[src/design/squib_map.svh]
// Function
// - $3X clears selected channel firing-time registers
// - Nominal load: no shutdown before 2.09 ms
// - Shorted load: shutdown only within 2.09-2.82 ms
// - Overtemp sets thermal bit; $7F latches them
// - Latch shifted next transfer, cleared then
// - Fire only when channel thermal status zero
// - FET test: unlock byte then test byte
// - Unlock accepted only with both permits low
// - Unlock bytes echoed on next transfer
// - Any fire permit aborts FET test
// - Unlock suspends diagnostics until second byte
// - After high unlock, $1X tests high drivers
// - After low unlock, $2X tests low drivers
// - Test drive current limited, host ends test
// - Any unlock stops running FET test
// - Any driver combination on one side testable by one command; high and low never together
// - Test fail bit one means driver off
// - Test status shifted out next transfer
// - Unlock at chip-select rise clears fail bits
// - Both permits low block firing, diagnostics remain
// - Reset pin low clears everything except thermal status
`ifndef SQUIB_MAP_SVH
`define SQUIB_MAP_SVH

// ----------------------------------------
// Command codes
// ----------------------------------------
`define CMD_NOP          8'h00
`define CMD_THERM_STAT   8'h7f
`define CMD_HS_UNLOCK    8'h82
`define CMD_LS_UNLOCK    8'h83
`define CMD_MEAS_RST_HI  4'h3
`define CMD_HS_TEST_HI   4'h1
`define CMD_LS_TEST_HI   4'h2

// ----------------------------------------
// Reset values and timing
// ----------------------------------------
`define FIRE_TIME_RST    8'h00
`define FIRE_TIME_MAX    8'hff
`define CLK_PERIOD_PS    4000
// The longest picosecond span exceeds a 32-bit int, so they are kept at 64 bits
`define THERM_MIN_PS     64'd2090000000
`define THERM_MAX_PS     64'd2820000000
`define MEAS_STEP_PS     64'd1000000000
`define SPI_BITS         4'h8

`endif

[src/design/squib_pkg.sv]
package squib_pkg;

   typedef enum logic [1:0] {
      UNLOCK_NONE = 2'b00,
      UNLOCK_HS   = 2'b01,
      UNLOCK_LS   = 2'b10
   } unlock_e;

   typedef enum logic [1:0] {
      TX_ZERO   = 2'b00,
      TX_ECHO   = 2'b01,
      TX_THERM  = 2'b10,
      TX_FET    = 2'b11
   } tx_sel_e;

   typedef logic [19:0] on_time_t;

endpackage : squib_pkg

[src/design/spi_link_if.sv]
`timescale 1ns/100ps
`default_nettype none
interface spi_link_if;
   logic       byte_stb;
   logic [7:0] rx_byte;
   logic [7:0] tx_byte;
   modport shifter (output byte_stb, output rx_byte, input tx_byte);
   modport core    (input byte_stb, input rx_byte, output tx_byte);
endinterface : spi_link_if
`default_nettype wire

[src/design/spi_shifter.sv]
`timescale 1ns/100ps
`default_nettype none
`include "squib_map.svh"
module spi_shifter (
   // Clock and reset
   input  wire logic   clock,
   input  wire logic   rst,
   // Serial pins
   input  wire logic   cs_n,
   input  wire logic   sclk,
   input  wire logic   mosi,
   output logic        miso,
   output logic        miso_oe,
   // Core side
   spi_link_if.shifter link
);
   typedef struct packed {
      logic [2:0] sync1;
      logic [2:0] sync2;
      logic [1:0] last;
      logic [7:0] rx;
      logic [7:0] tx;
      logic [3:0] count;
      logic       stb;
      logic       miso;
      logic       oe;
   } shift_s;

   shift_s state_reg;
   shift_s state_next;

   logic cs_rise;
   logic cs_fall;
   logic clk_rise;
   logic clk_fall;

   // ----------------------------------------
   // Pin edges, from the second sync stage only
   // ----------------------------------------
   assign cs_rise  = state_reg.sync2[2] & ~state_reg.last[1];
   assign cs_fall  = ~state_reg.sync2[2] & state_reg.last[1];
   assign clk_rise = state_reg.sync2[1] & ~state_reg.last[0] & ~state_reg.sync2[2];
   assign clk_fall = ~state_reg.sync2[1] & state_reg.last[0] & ~state_reg.sync2[2];

   always_comb begin
      state_next       = state_reg;
      state_next.sync1 = {cs_n, sclk, mosi};
      state_next.sync2 = state_reg.sync1;
      state_next.last  = state_reg.sync2[2:1];
      state_next.stb   = 1'b0;
      if (cs_fall) begin
         state_next.tx    = link.tx_byte;
         state_next.miso  = link.tx_byte[7];
         state_next.oe    = 1'b1;
         state_next.count = 4'h0;
      end
      if (clk_rise) begin
         state_next.rx    = {state_reg.rx[6:0], state_reg.sync2[0]};
         state_next.count = state_reg.count + 4'h1;
      end
      if (clk_fall) begin
         state_next.tx   = {state_reg.tx[6:0], 1'b0};
         state_next.miso = state_reg.tx[6];
      end
      if (cs_rise) begin
         state_next.oe  = 1'b0;
         state_next.stb = (state_reg.count == `SPI_BITS);
      end
   end

   always_ff @(posedge clock or posedge rst) begin
      if (rst) begin
         // Idle pin levels, so no false edge follows reset
         state_reg <= '{sync1: 3'h4, sync2: 3'h4, last: 2'h2, default: '0};
      end else begin
         state_reg <= state_next;
      end
   end

   assign miso          = state_reg.miso;
   assign miso_oe       = state_reg.oe;
   assign link.byte_stb = state_reg.stb;
   assign link.rx_byte  = state_reg.rx;
endmodule : spi_shifter
`default_nettype wire

[src/design/squib_diag_command_logic.sv]
`timescale 1ns/100ps
`default_nettype none
`include "squib_map.svh"
module squib_diag_command_logic #(
   parameter int THERM_MIN_CYC =
      int'((`THERM_MIN_PS + `CLK_PERIOD_PS - 1) / `CLK_PERIOD_PS),
   parameter int THERM_MAX_CYC = int'(`THERM_MAX_PS / `CLK_PERIOD_PS),
   parameter int MEAS_STEP_CYC = int'(`MEAS_STEP_PS / `CLK_PERIOD_PS)
) (
   // Clock and reset
   input  wire logic        clock,
   input  wire logic        rst,
   input  wire logic        reset_pin_n,
   // Serial link
   input  wire logic        cs_n,
   input  wire logic        sclk,
   input  wire logic        mosi,
   output logic             miso,
   output logic             miso_oe,
   // Fire permits
   input  wire logic        fire_permit_in_one,
   input  wire logic        fire_permit_in_two,
   // Channel analog status
   input  wire logic [3:0]  over_temp,
   input  wire logic [3:0]  shorted_load,
   input  wire logic [3:0]  current_above,
   input  wire logic [3:0]  hs_turned_on,
   input  wire logic [3:0]  ls_turned_on,
   // Arm and fire request, same clock
   input  wire logic [3:0]  fire_request,
   // Driver controls
   output logic [3:0]       squib_drive_on,
   output logic [3:0]       hs_test_drive,
   output logic [3:0]       ls_test_drive,
   output logic             diag_suspended,
   // Status
   output logic [3:0]       thermal_status,
   output logic [3:0]       high_side_test_fail,
   output logic [3:0]       low_side_test_fail,
   output logic [31:0]      fire_time
);
   localparam int NPIN = 23;

   typedef struct packed {
      logic [NPIN-1:0]             sync1;
      logic [NPIN-1:0]             sync2;
      squib_pkg::unlock_e          unlock;
      squib_pkg::tx_sel_e          tx_sel;
      logic [7:0]                  echo;
      logic                        suspend;
      logic [3:0]                  therm;
      logic [3:0]                  therm_latch;
      logic                        latch_pending;
      logic [3:0]                  hs_test;
      logic [3:0]                  ls_test;
      logic [3:0]                  hs_fail;
      logic [3:0]                  ls_fail;
      logic [3:0]                  drive;
      logic [3:0][19:0]            on_time;
      logic [3:0][7:0]             fire_time;
      logic [31:0]                 step_cnt;
   } core_s;

   core_s state_reg;
   core_s state_next;

   spi_link_if link ();

   logic       pin_rst_n;
   logic [1:0] permit;
   logic [3:0] hot;
   logic [3:0] shorted;
   logic [3:0] above;
   logic [3:0] hs_on;
   logic [3:0] ls_on;
   logic       step;
   logic       unlock_ok;
   logic [7:0] cmd;
   logic       stb;

   logic [3:0]       shut;
   logic [3:0][19:0] on_time_next;
   logic [3:0][7:0]  fire_time_next;
   logic [3:0]       drive_next;

   // ----------------------------------------
   // Serial shifter
   // ----------------------------------------
   spi_shifter u_shifter (
      .clock   (clock),
      .rst     (rst),
      .cs_n    (cs_n),
      .sclk    (sclk),
      .mosi    (mosi),
      .miso    (miso),
      .miso_oe (miso_oe),
      .link    (link.shifter)
   );

   // ----------------------------------------
   // Synchronised pins, second stage only
   // ----------------------------------------
   assign pin_rst_n = state_reg.sync2[22];
   assign permit    = state_reg.sync2[21:20];
   assign hot       = state_reg.sync2[19:16];
   assign shorted   = state_reg.sync2[15:12];
   assign above     = state_reg.sync2[11:8];
   assign hs_on     = state_reg.sync2[7:4];
   assign ls_on     = state_reg.sync2[3:0];

   assign step      = (state_reg.step_cnt == 32'(MEAS_STEP_CYC - 1));
   assign cmd       = link.rx_byte;
   assign stb       = link.byte_stb;
   assign unlock_ok = (permit == 2'b00);

   // ----------------------------------------
   // Per-channel firing, timers and thermal
   // ----------------------------------------
   genvar ch;
   generate
      for (ch = 0; ch < 4; ch++) begin : g_ch
         // Thermal cutoff never before the minimum on time, and a
         // shorted load is cut by the maximum even without the sensor
         assign shut[ch] = state_reg.drive[ch] &
            ((hot[ch] && state_reg.on_time[ch] >= 20'(THERM_MIN_CYC)) |
             (shorted[ch] && state_reg.on_time[ch] >= 20'(THERM_MAX_CYC)));
         // Each channel is gated only by its own thermal bit
         assign drive_next[ch] = fire_request[ch] & ~state_reg.therm[ch] & ~shut[ch] &
                                 (permit != 2'b00) & pin_rst_n;
         assign on_time_next[ch] = !state_reg.drive[ch] ? 20'h0 :
            (state_reg.on_time[ch] == 20'hfffff) ? state_reg.on_time[ch] :
            state_reg.on_time[ch] + 20'h1;
         always_comb begin
            fire_time_next[ch] = state_reg.fire_time[ch];
            if (state_reg.drive[ch] && above[ch] && step &&
                state_reg.fire_time[ch] != `FIRE_TIME_MAX) begin
               fire_time_next[ch] = state_reg.fire_time[ch] + 8'h01;
            end
            if (stb && !state_reg.suspend && cmd[7:4] == `CMD_MEAS_RST_HI &&
                cmd[ch]) begin
               fire_time_next[ch] = `FIRE_TIME_RST;
            end
         end
      end
   endgenerate

   // ----------------------------------------
   // Command interpreter
   // ----------------------------------------
   always_comb begin
      state_next       = state_reg;
      state_next.sync1 = {reset_pin_n, fire_permit_in_two, fire_permit_in_one, over_temp,
                          shorted_load, current_above, hs_turned_on, ls_turned_on};
      state_next.sync2 = state_reg.sync1;
      state_next.step_cnt = step ? 32'h0 : state_reg.step_cnt + 32'h1;
      state_next.drive     = drive_next;
      state_next.on_time   = on_time_next;
      state_next.fire_time = fire_time_next;

      // Thermal bit follows the cutoff and drops at re-enable temperature
      state_next.therm = (state_reg.therm & hot) | shut;

      // Fail bits set, and stay set, when a tested driver reports off
      state_next.hs_fail = state_reg.hs_fail | (state_reg.hs_test & ~hs_on);
      state_next.ls_fail = state_reg.ls_fail | (state_reg.ls_test & ~ls_on);

      if (stb) begin
         state_next.tx_sel = squib_pkg::TX_ZERO;
         // Latch is consumed by this transfer; a new $7F relatches below
         if (state_reg.latch_pending) begin
            state_next.therm_latch   = 4'h0;
            state_next.latch_pending = 1'b0;
         end
         if ((cmd == `CMD_HS_UNLOCK || cmd == `CMD_LS_UNLOCK) && unlock_ok) begin
            state_next.unlock  = (cmd == `CMD_HS_UNLOCK) ? squib_pkg::UNLOCK_HS :
                                 squib_pkg::UNLOCK_LS;
            state_next.hs_test = 4'h0;
            state_next.ls_test = 4'h0;
            state_next.hs_fail = 4'h0;
            state_next.ls_fail = 4'h0;
            state_next.suspend = 1'b1;
            state_next.therm_latch   = 4'h0;
            state_next.latch_pending = 1'b0;
            state_next.echo    = cmd;
            state_next.tx_sel  = squib_pkg::TX_ECHO;
         end else if (cmd == `CMD_HS_UNLOCK || cmd == `CMD_LS_UNLOCK) begin
            state_next.echo   = cmd;
            state_next.tx_sel = squib_pkg::TX_ECHO;
         end else if (state_reg.suspend) begin
            // Second byte ends the sequence unless it is an unlock byte
            state_next.suspend = 1'b0;
            state_next.unlock  = squib_pkg::UNLOCK_NONE;
            // Unlock cleared both test sets, so the low nibble alone picks the channels
            if (state_reg.unlock == squib_pkg::UNLOCK_HS &&
                cmd[7:4] == `CMD_HS_TEST_HI) begin
               state_next.hs_test = state_reg.hs_test | cmd[3:0];
               state_next.ls_test = 4'h0;
               state_next.tx_sel  = squib_pkg::TX_FET;
            end else if (state_reg.unlock == squib_pkg::UNLOCK_LS &&
                         cmd[7:4] == `CMD_LS_TEST_HI) begin
               state_next.ls_test = state_reg.ls_test | cmd[3:0];
               state_next.hs_test = 4'h0;
               state_next.tx_sel  = squib_pkg::TX_FET;
            end
         end else if (cmd == `CMD_THERM_STAT) begin
            state_next.therm_latch   = state_reg.therm;
            state_next.latch_pending = 1'b1;
            state_next.tx_sel        = squib_pkg::TX_THERM;
         end
      end

      // Firing enabled by either permit stops any test at once
      if (permit != 2'b00) begin
         state_next.hs_test = 4'h0;
         state_next.ls_test = 4'h0;
      end

      // Reset pin low clears all functions and serial data except the thermal bits
      if (!pin_rst_n) begin
         state_next.unlock        = squib_pkg::UNLOCK_NONE;
         state_next.tx_sel        = squib_pkg::TX_ZERO;
         state_next.echo          = 8'h00;
         state_next.suspend       = 1'b0;
         state_next.therm_latch   = 4'h0;
         state_next.latch_pending = 1'b0;
         state_next.hs_test       = 4'h0;
         state_next.ls_test       = 4'h0;
         state_next.hs_fail       = 4'h0;
         state_next.ls_fail       = 4'h0;
         state_next.drive         = 4'h0;
         state_next.on_time       = '0;
         state_next.fire_time     = '0;
      end
   end

   always_ff @(posedge clock or posedge rst) begin
      if (rst) begin
         state_reg <= '0;
      end else begin
         state_reg <= state_next;
      end
   end

   // ----------------------------------------
   // Reply byte for the next transfer
   // ----------------------------------------
   always_comb begin
      case (state_reg.tx_sel)
         squib_pkg::TX_ECHO:  link.tx_byte = state_reg.echo;
         squib_pkg::TX_THERM: link.tx_byte = {4'h0, state_reg.therm_latch};
         squib_pkg::TX_FET:   link.tx_byte = {state_reg.ls_fail, state_reg.hs_fail};
         default:             link.tx_byte = 8'h00;
      endcase
   end

   // ----------------------------------------
   // Outputs, all from state flip-flops
   // ----------------------------------------
   // Test drive current limit sits in the analog stage
   assign squib_drive_on      = state_reg.drive;
   assign hs_test_drive       = state_reg.hs_test;
   assign ls_test_drive       = state_reg.ls_test;
   assign diag_suspended      = state_reg.suspend;
   assign thermal_status      = state_reg.therm;
   assign high_side_test_fail = state_reg.hs_fail;
   assign low_side_test_fail  = state_reg.ls_fail;
   assign fire_time           = state_reg.fire_time;
endmodule : squib_diag_command_logic
`default_nettype wire

[config.mk]
export PLATFORM = sky130hd
export DESIGN_NAME = squib_diag_command_logic
export DESIGN_NICKNAME = d
export VERILOG_FILES = /design/src/design/squib_pkg.sv /design/src/design/spi_link_if.sv /design/src/design/spi_shifter.sv /design/src/design/squib_diag_command_logic.sv
export VERILOG_INCLUDE_DIRS = /design/src /design/src/design
export SDC_FILE = /design/constraint.sdc
export NUM_CORES = 1
export LEC_CHECK = 0
export BUFFER_PORTS_ARGS = -buffer_cell sky130_fd_sc_hd__clkbuf_2
export CAP_MARGIN = 0
export CORE_ASPECT_RATIO = 1.5
export CORE_UTILIZATION = 45
export DETAILED_ROUTE_END_ITERATION = 16
export HOLD_SLACK_MARGIN = 0.1
export SKIP_LAST_GASP = 1
export SLEW_MARGIN = 25
export SYNTH_ARGS = -nofsm -noshare
export SYNTH_HDL_FRONTEND = slang
export SYNTH_SLANG_ARGS = --single-unit
[constraint.sdc]
create_clock -name clock -period 24 [get_ports clock]
set_input_delay 4.8 -clock clock [delete_from_list [all_inputs] [get_ports clock]]
set_output_delay 4.8 -clock clock [all_outputs]
set_load 0.02 [all_outputs]
==> results.toml <==
[run_status]
outcome = "finished, violations left"
violations = "DRC"

[placement]
place_area_um2 = 12900
port_buffers = 90
dp_hpwl_mm = 19.0
dp_cells = 1601
gp_congestion = 0.835

[cells_and_area]
nFillCells = 2510
antenna_cells = 0
largest_reg_flops = 129
drive_above_1_share_pct = 13.5
layoutNonFillerInstCount = 1650
multi_input_comb_area_um2 = 5260
fin_util_pct = 51.3
stdcell_area_um2 = 14000
nNetsFinal = 1337
syn_to_final_growth_pct = 11.5
seq_area_um2 = 6560

[power_and_ir_drop]
p_per_area_nw_per_um2 = 71.1
irDropWorstVdd_mv = 0.0713
p_leak_nw = 6.16

[routing]
post_drt_wl_per_cell_um = 16.5
wl_mm = 27.2
drt-pass1-iter-count = 11
drc_errors = 10
vias = 9272
ant_nets = 0
via_per_inst = 5.62
drt-initial-drc-count = 443

[setup_path]
cp.arrival_ns = 7.21
max_stage_delay_ns = 0.80
criticalPathCategory = "in -> async"
cp_slowest_cell = "buf_4"
startpoint_type = "input port"
path_buf_inv = 4
path_cells = "clkbuf_2, inv_8, buf_4, buf_4"
worstPathMaxFanout = 132
critical-path-top-delay-family = "buffers and inverters"
endpoint_kind = "async pin"
cpMostUsedCell = "buf_4"
crit_required_ns = 24.58

[cts]
insertion_delay_ns = 0.54
clock_path_buffers = 3
clk_pin_slew_worst_paths_ns = 0.06
cts_tree = "yes"
cts_buffers = 27
post-cts-setup-buffers = 0
clkSinkCount = 262
cts.htree.levels = 1
cts-root-buf = "clkbuf_16"
cts_hold_buf = 0
cts_resized = 0

[grt]
grt_pass1_wl_mm = 46.2
antenna_found_initial = 0
gr-usage-all-layers_pct = 19.8
grt.overflow.total = 0
grt_max_degree = 133
first_global_vias = 9260

[floorplan]
start_util_pct = 46.0
die_w_um = 138
dieArea_um2 = 28600
top_level_ports = 91
rows = 74
die_h_um = 207
fp.coreArea_um2 = 27300

[synthesis]
avgSynthCellArea_um2 = 9.97
synth_area_leaders = "dfrtp_1, xnor2_1, nor2_1, buf_4, nand2_1"
yosys_warnings = 0
synthFlopType = "dfrtp_1"
yosysMostFrequentCell = "dfrtp_1"
synthTopCellsByCount = "dfrtp_1, nor2_1, nand2_1"
yosysTopAreaCellShare_pct = 51.6
synth_area_um2 = 12600
syn_nets = 1309
ys_seq_area_share_pct = 52.2
synth_enable_flop_cells = 0
synth_top_cell_by_area = "dfrtp_1"
synth_cell_type_count = 69
ys_ff_latch = 262
synthCells = 1260
async_reset_ff_share_pct = 100

[timing]
finalClockSkew_ns = 0.00862
hold_viol_final = 0
period_share_pct = 27.6
min_period_ns = 6.63
drv_slew = 0
relSlewSlack_pct = 34.5
setup_viol = 0
worst_slew_pin_slew_ns = 0.977
rsz0062_at_grt = "false"
whs_ns = 0.347
final.setup.tns_ns = 0
fmax_mhz = 151

[min_path]
hold_class = "reg -> reg"

[flow_run]
drv_cap = 0
-- worst reg2reg max path, cell delays in order (launching register included) --
cell,delay [ns]
dfrtp_1,0.32
buf_4,0.37
nand2_1,0.53
or3_1,0.68
o311ai_0,0.79
o21ai_0,0.20
a21oi_1,0.17
-- power by group --
group | switching [mW] | internal (mW)
Combinational | 0.0233 | 0.00926
Clock | 0.176 | 0.325
Sequential | 0.00981 | 0.452
-- per-layer routing --
metal	vias to the layer above	track usage [%]	wire, um
met2	156	36.9	14300
met3	47	2.54	1010
li1	4471	-	-
met1	4598	23.4	11200
met4	0	6.78	682
met5	-	0	0
-- cells by family after synthesis --
| kind of cell | after synthesis | share of synthesized area (%) |
|---|---|---|
| buf+inv | 146 | 6.11 |
| mux | 20 | 1.68 |
| compound gates | 220 | 11.2 |
| fa+ha+maj | 17 | 1.69 |
| simple gates | 509 | 21.1 |
| xor+xnor | 86 | 5.99 |
| flops | 262 | 52.2 |
-- cells in the final DEF, fill, tap and decap left out, types with 14 or more instances in the layout --
cell type and instances:
nor3_1 19, or3_1 19, xor2_1 22, ha_1 17
nand2_1 97, o21ai_0 51, dfrtp_1 259, and2_1 15
clkbuf_16 27, clkbuf_2 90, nand3_1 65, and3_1 40
a21oi_1 64, nand4_1 46, nor2_1 125, inv_1 46
nor4_1 14, xnor2_1 64
-- final cells by class --
cell class / count / area share (%)
repair buffers: 98 / 3.64
flip-flops and latches: 262 / 46.8
well taps: 342 / 3.05
clock inverters: 16 / 2.41
multi-input cells: 852 / 37.5
clock buffers: 33 / 5.27
inverters: 47 / 1.31
-- path summary, 6_finish.rpt --
check                             startpoint           endpoint  slack, ns  depth (start not counted)
max in group clock         squib_drive_on[3]  squib_drive_on[3]      17.82                          1
hold reg to reg              state_next[186]           ls_on[0]       0.35                          0
min in group asynchronous                rst     state_reg[123]       4.42                          2
setup reg to reg                   pin_rst_n      state_reg[73]      20.85                          6
hold / removal               state_next[186]           ls_on[0]       0.35                          0
setup / recovery                         rst      fire_time[28]      17.37                          4
-- stage by stage --
stage | power, mW | setup slack (ns)
after floorplan | 0.490 | 11.99
after global placement | 0.503 | 16.61
after detailed placement | 0.504 | 16.61
after CTS | 1.01 | 17.17
after global routing | 1.03 | 16.85
final | 0.996 | 17.37
(Power assumes the default switching activity.)
